## config.mk

```make
export PLATFORM = sky130hd
export DESIGN_NAME = pfo_fault_override
export DESIGN_NICKNAME = d
export VERILOG_FILES = /design/src/rtl/pfo_pkg.sv /design/src/rtl/pfo_fault_override.sv
export SDC_FILE = /design/constraint.sdc
export NUM_CORES = 1
export LEC_CHECK = 0
export ABC_AREA = 1
export BUFFER_PORTS_ARGS = -buffer_cell sky130_fd_sc_hd__buf_2
export CAP_MARGIN = 15
export CORE_UTILIZATION = 30
export DETAILED_ROUTE_END_ITERATION = 12
export GPL_TIMING_DRIVEN = 0
export PLACE_DENSITY = 0.63
export SLEW_MARGIN = 20
export SYNTH_ARGS = -nofsm -noshare
export SYNTH_HDL_FRONTEND = slang
export SYNTH_SLANG_ARGS = --single-unit
```

## constraint.sdc

```tcl
create_clock -name aclk -period 1.2 [get_ports aclk]
set_input_delay 0.06 -clock aclk [delete_from_list [all_inputs] [get_ports aclk]]
set_output_delay 0.06 -clock aclk [all_outputs]
set_load 0.01 [all_outputs]
```

## src/rtl/pfo_pkg.sv

```systemverilog
// pfo_pkg: shared constants and types for the pwm fault override block
// assumes a 32-bit axi4-lite register bus and an 8-bit config register
package pfo_pkg;

  // register byte offsets
  localparam logic [3:0] FAULT_CONFIG_OFS = 4'h0;
  localparam logic [3:0] IRQ_STATUS_OFS   = 4'h4;
  localparam logic [3:0] IRQ_MASK_OFS     = 4'h8;
  localparam logic [3:0] FAULT_STATE_OFS  = 4'hC;

  // fault_config field positions
  localparam int FAULT_INPUT_ENABLE_BIT      = 0;
  localparam int FAULT_MODE_SELECT_BIT       = 1;
  localparam int FAULT_STATUS_BIT            = 2;
  localparam int BREAKPOINT_FAULT_ENABLE_BIT = 7;

  // reset values
  localparam logic [7:0]  FAULT_CONFIG_RST = 8'h00;
  localparam logic [1:0]  IRQ_MASK_RST     = 2'h0;
  localparam logic [31:0] READ_ZERO        = 32'h0000_0000;

  // interrupt status bits
  localparam int IRQ_FAULT_SET_BIT  = 0;
  localparam int IRQ_RECOVERED_BIT  = 1;

  // axi response codes
  localparam logic [1:0] RESP_OKAY   = 2'h0;
  localparam logic [1:0] RESP_SLVERR = 2'h2;

  // mode encoding
  localparam logic MODE_LATCHED = 1'b0;
  localparam logic MODE_CYCLE   = 1'b1;

  // fault state machine
  typedef enum logic [2:0] {
    PFO_RUN      = 3'b001,
    PFO_FAULT    = 3'b010,
    PFO_WAIT_PER = 3'b100
  } pfo_state_e;

  // configuration fields
  typedef struct packed {
    logic breakpoint_fault_enable;
    logic fault_mode_select;
    logic fault_input_enable;
  } pfo_cfg_s;

endpackage

```

## src/rtl/pfo_fault_override.sv

```systemverilog
// pfo_fault_override: fault override for a pwm output stage
// assumes period_start is a one-cycle pulse on aclk from the pwm time base,
// fault_input_n and breakpoint_hit arrive asynchronously from pins.
//
// Notes on behaviour
// - fault_mode_select clear picks latched mode, set picks cycle mode.
// - fault_input_n is active low; low asserts a fault, high removes it.
// - latched mode keeps outputs off until input high and status cleared.
// - latched mode re-enables outputs only at the next period start.
// - cycle mode holds outputs inactive while the fault input is low.
// - cycle mode clears status and resumes at the next period start.
// - while in fault, every pwm output is forced to its inactive level.
// - fault_status reads set from fault assertion until it is cleared.
// - with breakpoint_fault_enable set, a breakpoint hit acts as a fault.
// - with breakpoint_fault_enable clear, breakpoint hits do nothing.
`timescale 1ns/10ps

module pfo_fault_override #(
  parameter int PWM_W = 6
) (
  // clock and reset
  input  wire logic             aclk,
  input  wire logic             aresetn,
  // axi4-lite write address
  input  wire logic [3:0]       s_axi_awaddr,
  input  wire logic             s_axi_awvalid,
  output logic                  s_axi_awready,
  // axi4-lite write data
  input  wire logic [31:0]      s_axi_wdata,
  input  wire logic [3:0]       s_axi_wstrb,
  input  wire logic             s_axi_wvalid,
  output logic                  s_axi_wready,
  // axi4-lite write response
  output logic [1:0]            s_axi_bresp,
  output logic                  s_axi_bvalid,
  input  wire logic             s_axi_bready,
  // axi4-lite read address
  input  wire logic [3:0]       s_axi_araddr,
  input  wire logic             s_axi_arvalid,
  output logic                  s_axi_arready,
  // axi4-lite read data
  output logic [31:0]           s_axi_rdata,
  output logic [1:0]            s_axi_rresp,
  output logic                  s_axi_rvalid,
  input  wire logic             s_axi_rready,
  // pwm path
  input  wire logic [PWM_W-1:0] pwm_in,
  input  wire logic [PWM_W-1:0] pwm_inactive,
  input  wire logic             period_start,
  output logic [PWM_W-1:0]      pwm_out,
  // fault sources
  input  wire logic             fault_input_n,
  input  wire logic             breakpoint_hit,
  // status
  output logic                  fault_active,
  output logic                  irq
);

  // pin synchronisers
  logic [1:0] flt_sync_q;
  logic [1:0] brk_sync_q;

  always_ff @(posedge aclk)
  begin
    if (!aresetn)
    begin
      flt_sync_q <= 2'b11;
      brk_sync_q <= 2'b00;
    end
    else
    begin
      flt_sync_q <= {flt_sync_q[0], fault_input_n};
      brk_sync_q <= {brk_sync_q[0], breakpoint_hit};
    end
  end

  // configuration and state registers
  pfo_pkg::pfo_cfg_s   cfg_q;
  logic                status_q;
  logic                status_d;
  pfo_pkg::pfo_state_e state_q;
  pfo_pkg::pfo_state_e state_d;
  logic [1:0]          irq_stat_q;
  logic [1:0]          irq_mask_q;

  // fault request
  wire pin_fault   = !flt_sync_q[1] && cfg_q.fault_input_enable;
  wire brk_fault   = brk_sync_q[1]
                     && cfg_q.breakpoint_fault_enable;
  wire fault_req   = pin_fault || brk_fault;
  wire cycle_mode  = cfg_q.fault_mode_select == pfo_pkg::MODE_CYCLE;

  // bus write decode
  logic aw_held_q;
  logic w_held_q;
  logic [3:0]  aw_addr_q;
  logic [31:0] w_data_q;
  logic [3:0]  w_strb_q;
  wire aw_fire   = s_axi_awvalid && s_axi_awready;
  wire w_fire    = s_axi_wvalid && s_axi_wready;
  wire wr_go     = aw_held_q && w_held_q && !s_axi_bvalid;
  wire wr_cfg    = wr_go && aw_addr_q == pfo_pkg::FAULT_CONFIG_OFS
                   && w_strb_q[0];
  wire wr_mask   = wr_go && aw_addr_q == pfo_pkg::IRQ_MASK_OFS
                   && w_strb_q[0];
  wire wr_ok     = aw_addr_q == pfo_pkg::FAULT_CONFIG_OFS
                   || aw_addr_q == pfo_pkg::IRQ_MASK_OFS;
  wire sw_clr    = wr_cfg && !w_data_q[pfo_pkg::FAULT_STATUS_BIT];

  // read decode
  wire ar_fire   = s_axi_arvalid && s_axi_arready;
  wire rd_stat   = ar_fire && s_axi_araddr == pfo_pkg::IRQ_STATUS_OFS;
  wire rd_ok     = s_axi_araddr == pfo_pkg::FAULT_CONFIG_OFS
                   || s_axi_araddr == pfo_pkg::IRQ_STATUS_OFS
                   || s_axi_araddr == pfo_pkg::IRQ_MASK_OFS
                   || s_axi_araddr == pfo_pkg::FAULT_STATE_OFS;
  wire [7:0] cfg_rd = {cfg_q.breakpoint_fault_enable, 4'h0, status_q,
                       cfg_q.fault_mode_select, cfg_q.fault_input_enable};
  wire [31:0] rd_mux =
    s_axi_araddr == pfo_pkg::FAULT_CONFIG_OFS ? {24'h00_0000, cfg_rd} :
    s_axi_araddr == pfo_pkg::IRQ_STATUS_OFS   ? {30'h0, irq_stat_q}   :
    s_axi_araddr == pfo_pkg::IRQ_MASK_OFS     ? {30'h0, irq_mask_q}   :
    s_axi_araddr == pfo_pkg::FAULT_STATE_OFS  ? {29'h0, state_q}      :
    pfo_pkg::READ_ZERO;

  // fault state machine
  always_comb
  begin
    state_d  = state_q;
    status_d = status_q;
    if (fault_req)
      status_d = 1'b1;
    else if (sw_clr && !cycle_mode)
      status_d = 1'b0;
    case (state_q)
      pfo_pkg::PFO_RUN:
      begin
        if (fault_req)
          state_d = pfo_pkg::PFO_FAULT;
      end
      pfo_pkg::PFO_FAULT:
      begin
        if (!fault_req && cycle_mode)
          state_d = pfo_pkg::PFO_WAIT_PER;
        else if (!fault_req && !status_d)
          state_d = pfo_pkg::PFO_WAIT_PER;
      end
      pfo_pkg::PFO_WAIT_PER:
      begin
        if (fault_req)
          state_d = pfo_pkg::PFO_FAULT;
        else if (!cycle_mode && status_q)
          state_d = pfo_pkg::PFO_FAULT;
        else if (period_start)
        begin
          state_d = pfo_pkg::PFO_RUN;
          if (cycle_mode)
            status_d = 1'b0;
        end
      end
      default:
        state_d = pfo_pkg::PFO_FAULT;
    endcase
  end

  wire in_fault_d = state_d != pfo_pkg::PFO_RUN;
  wire ev_fault   = state_q == pfo_pkg::PFO_RUN && in_fault_d;
  wire ev_recov   = state_q != pfo_pkg::PFO_RUN && !in_fault_d;
  wire [1:0] ev   = {ev_recov, ev_fault};

  always_ff @(posedge aclk)
  begin
    if (!aresetn)
    begin
      state_q  <= pfo_pkg::PFO_RUN;
      status_q <= 1'b0;
      pwm_out  <= '0;
      fault_active <= 1'b0;
    end
    else
    begin
      state_q  <= state_d;
      status_q <= status_d;
      fault_active <= in_fault_d;
      pwm_out  <= in_fault_d ? pwm_inactive : pwm_in;
    end
  end

  // configuration, mask and sticky interrupt status; set wins over clear
  always_ff @(posedge aclk)
  begin
    if (!aresetn)
    begin
      cfg_q      <= '0;
      irq_mask_q <= pfo_pkg::IRQ_MASK_RST;
      irq_stat_q <= 2'h0;
      irq        <= 1'b0;
    end
    else
    begin
      if (wr_cfg)
        cfg_q <= '{w_data_q[pfo_pkg::BREAKPOINT_FAULT_ENABLE_BIT],
                   w_data_q[pfo_pkg::FAULT_MODE_SELECT_BIT],
                   w_data_q[pfo_pkg::FAULT_INPUT_ENABLE_BIT]};
      if (wr_mask)
        irq_mask_q <= w_data_q[1:0];
      irq_stat_q <= (rd_stat ? 2'h0 : irq_stat_q) | ev;
      irq <= |(((rd_stat ? 2'h0 : irq_stat_q) | ev) & irq_mask_q);
    end
  end

  // axi4-lite handshakes
  always_ff @(posedge aclk)
  begin
    if (!aresetn)
    begin
      aw_held_q     <= 1'b0;
      w_held_q      <= 1'b0;
      aw_addr_q     <= 4'h0;
      w_data_q      <= pfo_pkg::READ_ZERO;
      w_strb_q      <= 4'h0;
      s_axi_awready <= 1'b1;
      s_axi_wready  <= 1'b1;
      s_axi_bvalid  <= 1'b0;
      s_axi_bresp   <= pfo_pkg::RESP_OKAY;
      s_axi_arready <= 1'b1;
      s_axi_rvalid  <= 1'b0;
      s_axi_rdata   <= pfo_pkg::READ_ZERO;
      s_axi_rresp   <= pfo_pkg::RESP_OKAY;
    end
    else
    begin
      if (aw_fire)
      begin
        aw_held_q     <= 1'b1;
        aw_addr_q     <= {s_axi_awaddr[3:2], 2'b00};
        s_axi_awready <= 1'b0;
      end
      if (w_fire)
      begin
        w_held_q     <= 1'b1;
        w_data_q     <= s_axi_wdata;
        w_strb_q     <= s_axi_wstrb;
        s_axi_wready <= 1'b0;
      end
      if (wr_go)
      begin
        aw_held_q    <= 1'b0;
        w_held_q     <= 1'b0;
        s_axi_bvalid <= 1'b1;
        s_axi_bresp  <= wr_ok ? pfo_pkg::RESP_OKAY : pfo_pkg::RESP_SLVERR;
      end
      if (s_axi_bvalid && s_axi_bready)
      begin
        s_axi_bvalid  <= 1'b0;
        s_axi_awready <= 1'b1;
        s_axi_wready  <= 1'b1;
      end
      if (ar_fire)
      begin
        s_axi_arready <= 1'b0;
        s_axi_rvalid  <= 1'b1;
        s_axi_rdata   <= rd_mux;
        s_axi_rresp   <= rd_ok ? pfo_pkg::RESP_OKAY : pfo_pkg::RESP_SLVERR;
      end
      if (s_axi_rvalid && s_axi_rready)
      begin
        s_axi_rvalid  <= 1'b0;
        s_axi_arready <= 1'b1;
      end
    end
  end

  // checks
  AST_FAULT_FORCES: assert property (@(posedge aclk) disable iff (!aresetn)
    fault_active |-> pwm_out == $past(pwm_inactive))
    else $error("pwm not forced inactive in fault");
  AST_PIN_FAULT: assert property (@(posedge aclk) disable iff (!aresetn)
    pin_fault |=> status_q && state_q == pfo_pkg::PFO_FAULT)
    else $error("pin fault not taken");
  AST_IGNORE_PIN: assert property (@(posedge aclk) disable iff (!aresetn)
    state_q == pfo_pkg::PFO_RUN && !cfg_q.fault_input_enable && !brk_fault
    |=> state_q == pfo_pkg::PFO_RUN)
    else $error("disabled input caused fault");
  AST_LATCH_HOLD: assert property (@(posedge aclk) disable iff (!aresetn)
    state_q == pfo_pkg::PFO_FAULT && !cycle_mode && status_q && !sw_clr
    |=> state_q == pfo_pkg::PFO_FAULT)
    else $error("latched fault left without clear");
  AST_RESUME_ON_PERIOD: assert property (@(posedge aclk) disable iff (!aresetn)
    $fell(fault_active) |-> $past(period_start))
    else $error("resume not on period start");
  AST_CYCLE_HOLD: assert property (@(posedge aclk) disable iff (!aresetn)
    cycle_mode && pin_fault |=> fault_active)
    else $error("cycle mode released while input low");
  AST_CYCLE_CLEAR: assert property (@(posedge aclk) disable iff (!aresetn)
    cycle_mode && state_q == pfo_pkg::PFO_WAIT_PER && period_start
    && !fault_req |=> !status_q && !fault_active)
    else $error("cycle mode recovery wrong");
  AST_BRK_FAULT: assert property (@(posedge aclk) disable iff (!aresetn)
    brk_fault |=> ##1 fault_active)
    else $error("breakpoint fault not applied");
  AST_BRK_OFF: assert property (@(posedge aclk) disable iff (!aresetn)
    state_q == pfo_pkg::PFO_RUN && !pin_fault
    && !cfg_q.breakpoint_fault_enable |=> state_q == pfo_pkg::PFO_RUN)
    else $error("breakpoint acted while disabled");
  AST_STATUS_SET: assert property (@(posedge aclk) disable iff (!aresetn)
    status_q && !cycle_mode && !sw_clr |=> status_q)
    else $error("status dropped without clear");

endmodule

```

==> Word level (Yosys, flattened, before mapping) <==
Index checks and enable logic that the tools add are counted.
{ "word_totals": {"register_bits": 77, "input_bits": 66, "output_inout_bits": 49, "wordCells": 98} }
{ "classes": {"n_eq_ne": 9, "n_mux": 22, "n_bitwise": 3, "reduce_logical": 39} }
{ "ops": {"columns": ["op", "n"], "rows": [
  ["$mux W3", 9],
  ["$logic_and A1 B1 Y1", 21],
  ["$pmux W3 S3", 1],
  ["$eq A4 B4 Y1 const B", 2],
  ["$logic_not A4 Y1", 2],
  ["$mux W8", 1],
  ["$reduce_or A2 Y1", 4],
  ["$logic_not A1 Y1", 7],
  ["$mux W1", 7],
  ["$mux W2", 3],
  ["$mux W6", 1],
  ["$ne A3 B1 Y1 const B", 2],
  ["$logic_or A1 B1 Y1", 5],
  ["$eq A4 B3 Y1 const B", 1],
  ["$eq A3 B1 Y1 const B", 1],
  ["$eq A3 B2 Y1 const B", 1],
  ["$eq A3 B3 Y1 const B", 1],
  ["$and A2 B2 Y2", 1],
  ["$eq A2 B2 Y1 const B", 1],
  ["$or A2 B2 Y2", 1],
  ["$not A1 Y1", 1]
]} }

==> Longest topological paths before layout <==
{ "depth": {"depth_word": 19, "depth_mapped": 9, "mapped_depth_nobuf": 9} }

==> Worst setup path after synthesis <==
No wires, ideal clock.
{ "synth_path": {"path_type": "reg-to-reg", "start": "register state_q[0]", "end": "register pwm_out[0]", "setup_ps": 113, "arrival_time_ps": 956, "required_time_ps": 1087, "setup_slack_ps": 131, "stages_incl_launch_ff": 8, "path_buffers": 0, "synth_period_minus_slack_ps": 1069, "path_cell_list": "dfxtp_1 -> inv_2 -> nor3_2 -> nand3_1 -> nand2_4 -> inv_2 -> nor2_1 -> nor2_1"} }
{ "synth_via": {"elab_chain_len": 6, "word_cells_on_any_way": 12, "classes_between": "4 x eq/ne; 8 x mux"} }
{ "synth_lines": {"columns": ["item", "line", "text"], "rows": [
  ["start, declared", "pfo_fault_override.sv:81", "pfo_pkg::pfo_state_e state_q;"],
  ["start signal, assigned", "pfo_fault_override.sv:175", "state_q <= pfo_pkg::PFO_RUN;"],
  ["start signal, assigned", "pfo_fault_override.sv:182", "state_q <= state_d;"],
  ["$mux W3", "pfo_fault_override.sv:154", "else if (period_start)"],
  ["$mux W3", "pfo_fault_override.sv:152", "else if (!cycle_mode && status_q)"],
  ["$mux W3", "pfo_fault_override.sv:150", "if (fault_req)"],
  ["$pmux W3 S3 (*)", "pfo_fault_override.sv:135", "case (state_q)"],
  ["$ne A3 B1 Y1 (*)", "pfo_fault_override.sv:166", "wire in_fault_d = state_d != pfo_pkg::PFO_RUN;"],
  ["$mux W6 (*)", "pfo_fault_override.sv:185", "pwm_out <= in_fault_d ? pwm_inactive : pwm_in;"],
  ["end signal, assigned", "pfo_fault_override.sv:185", null],
  ["end, declared", "pfo_fault_override.sv:50", "output logic [PWM_W-1:0] pwm_out,"]
]} }
Every way passes the cells marked *; elsewhere a longest branch is shown, timed or not.
A chain may end at the register's enable or synchronous reset.

==> Worst setup path in the final report <==
{ "layout_path": {"start": "register state_q[2]", "end": "register pwm_out[0]"} }
The elaborated chain is that of the path after synthesis.

==> flow_summary.json <==
{
  "num_rows": 28,
  "layout_commonest_cell": "buf_2",
  "route.detailed.drc": 0,
  "routedWlPerCell_um": 10.4,
  "path_max_fanout": 8,
  "critPathTopFamily": "simple AND/OR/NAND/NOR gates",
  "die_y_um": 81.8,
  "min_period_ns": 1.20,
  "powerDensity_nw_per_um2": 1190,
  "irDropWorstVdd_mv": 0.740,
  "hp-class": "in2reg",
  "setup_viol": 1,
  "dieArea_sq_um": 6690,
  "dr.first_iter.drc_count": 56,
  "htree_levels": 2,
  "mostFrequentLayoutCells": "buf_2 (53), dfxtp_1 (35), buf_4 (34)",
  "holdPathStages": 3,
  "status": "finished with violations",
  "ys_seq_area_share_pct": 45.1,
  "p_leak_nw": 1.34,
  "critical_path.max_stage_delay_ns": 0.38,
  "route.vias.total": 1805,
  "grt_first_pass_wirelength_mm": 6.96,
  "drtPass1Iterations": 4,
  "layout-drive-gt1-share_pct": 39.8,
  "placement.io_buffers": 51,
  "clk_path_buf_depth": 2,
  "netlist_instances": 250,
  "grtUsageTotal_pct": 14.0,
  "end_kind": "flip-flop",
  "antennaDiodeCount": 0,
  "report.final.slew_viol_count": 0,
  "finalHoldViolations": 0,
  "antenna_found_initial": 0,
  "rsz0062_at_grt": "true",
  "yosysUniqueCellTypes": 28,
  "drv_cap": 0,
  "grt_max_degree": 14,
  "fill_cells": 622,
  "numCtsBuffers": 5,
  "worstSetupPathType": "reg2reg",
  "die_w_um": 81.8,
  "finalCritPeriodShare_pct": 100,
  "fmax_ghz": 0.833,
  "ys_ff_latch": 43,
  "start_util_pct": 31.7,
  "failed_checks": "setup timing",
  "critPathLaunchType": "flip-flop",
  "cp_data_required_time_ns": 1.39,
  "cts.sink_count": 43,
  "slew_headroom_pct": 66.1,
  "grt_pass1_vias": 1526,
  "worstSkewPairLatency_ns": 0.29,
  "path_cells": "nor3_4 -> nand3_2 -> nand2_8 -> inv_8 -> nor2_2 -> nor2_1",
  "fin_cells": 427,
  "worst_slack_ns": -0.000361,
  "num_io_pins": 115,
  "via_per_inst": 4.23,
  "nNetsFinal": 417,
  "synth_area_per_cell_sq_um": 7.64,
  "fin_tns_setup_ns": -0.000361,
  "slowest_stage": "dfxtp_4",
  "area_growth_pct": 42.4,
  "path_clk_slew_ns": 0.08,
  "dp_hpwl_mm": 3.21,
  "dp.cells": 405,
  "drtAntennaViolNets": 0,
  "synth.cell_area_sq_um": 1910,
  "cts_tree": "yes",
  "arrival_ns": 1.39,
  "worst-path-buf-inv": 1,
  "core_area_sq_um": 6030,
  "fin_worst_skew_ns": 0.00370,
  "overflow": 0,
  "place_ws_ns": -0.0650,
  "synth_warnings": 0,
  "place.gp.congestion": 0.819,
  "cp_num_cells": 6,
  "tightest_slew_ns": 0.509,
  "wirelength_mm": 4.43,
  "ff2ff_path_depth": 6,
  "cts-root-buf": "clkbuf_8"
}
==> stage by stage <==
| step | total power, mW | utilization (%) | hold WS [ns] | area (sq um) |
|---|---|---|---|---|
| detailed placement | 2.24 | 39.3 | 0.248 | 2370 |
| global placement | 2.22 | 39.3 | 0.248 | 2370 |
| finish | 3.24 | 45.1 | 0.0105 | 2720 |
| floorplan | 2.04 | - | 0.158 | 2020 |
| CTS | 3.17 | 43.0 | 0.00654 | 2590 |
| global route | 3.45 | 45.1 | 0.0149 | 2720 |
==> layer usage <==
layer / routed length, um / GRT usage [%] / vias up
li1: - / - / 945
met1: 2000 / 16.6 / 793
met2: 2110 / 23.8 / 62
met3: 280 / 4.67 / 5
met4: 38 / 4.39 / 0
met5: 0 / 0 / -
==> cells in the mapped netlist <==
library cell   n  area share, %
nand4_2        1           0.65
nor2_2         1           0.33
o21a_1         2           0.79
inv_1         20            3.9
nand3_1        9            2.4
buf_2          2           0.52
inv_2          4           0.79
a31oi_1        2           0.65
a21oi_1       12            3.1
o21ai_0       24            6.3
o21a_4         1           0.79
nor3_4         1           0.85
or2_1          1           0.33
dfxtp_1       43             45
clkbuf_1       2           0.39
nor2_1        42            8.3
o21ai_1        6            1.6
nor3_2         1           0.52
nand4_1        3           0.98
conb_1         1           0.20
or2_2          2           0.65
a21oi_2        1           0.46
nor3_1         2           0.52
o211ai_1       1           0.39
nand2_4        1           0.59
nand2_1       34            6.7
nand3_2        1           0.52
buf_4         30             12
==> cells by family after synthesis <==
logic type,after synthesis,share of synthesized area (%)
AOI/OAI and AO/OA,49,14.1
buffers and inverters,58,17.4
DFF,43,45.1
other,1,0.196
and+or+nand+nor,99,23.2
==> tightest hold or removal path, delay by kind of cell <==
family,cells,cell delay [ns]
simple gates,1,0.08
buf+inv,1,0.07
compound gates,1,0.06
==> what timing repair did <==
action                                  4_1_cts  5_1_grt
buffers inserted                              2        2
hold buffers                                 10        0
pin swaps                                     1        4
resized for setup                             7       39
hold endpoints to repair                      8        0
endpoints found under the setup margin       10       17
==> state kept, by name (all words and copies together), names as in the netlist, 2 cells and up <==
name	cells
w_data_q	4
aw_addr_q	2
irq_stat_q	2
cfg_q	2
s_axi_rdata	4
flt_sync_q	2
irq_mask_q	2
state_q	3
pwm_out	6
brk_sync_q	2
==> worst paths after layout <==
kind                                 startpoint            end  slack (ns)
worst max-delay path                 state_q[2]     pwm_out[0]     -0.0004
worst min-delay path            pwm_inactive[5]     pwm_out[5]        0.01
worst max register to register       state_q[2]     pwm_out[0]     -0.0004
worst min register to register    brk_sync_q[0]  brk_sync_q[1]        0.42
==> report_power, final <==
part           internal (mW)  switching, mW
clock network          0.399          0.488
logic                  0.318          0.417
registers               1.55         0.0690
total                   2.26          0.974
==> cell type report <==
cell class                      count  area (sq um)  share of cell area [%]
Clock buffer                        5          68.8                    2.53
Buffer                             34           243                    8.92
Inverter                           24           100                    3.68
Tap cell                           75          93.8                    3.45
Multi-Input combinational cell    178           941                    34.6
Clock inverter                      3          15.0                   0.552
Timing Repair Buffer               65           385                    14.2
Sequential cell                    43           873                    32.1
(Power assumes the default switching activity.)
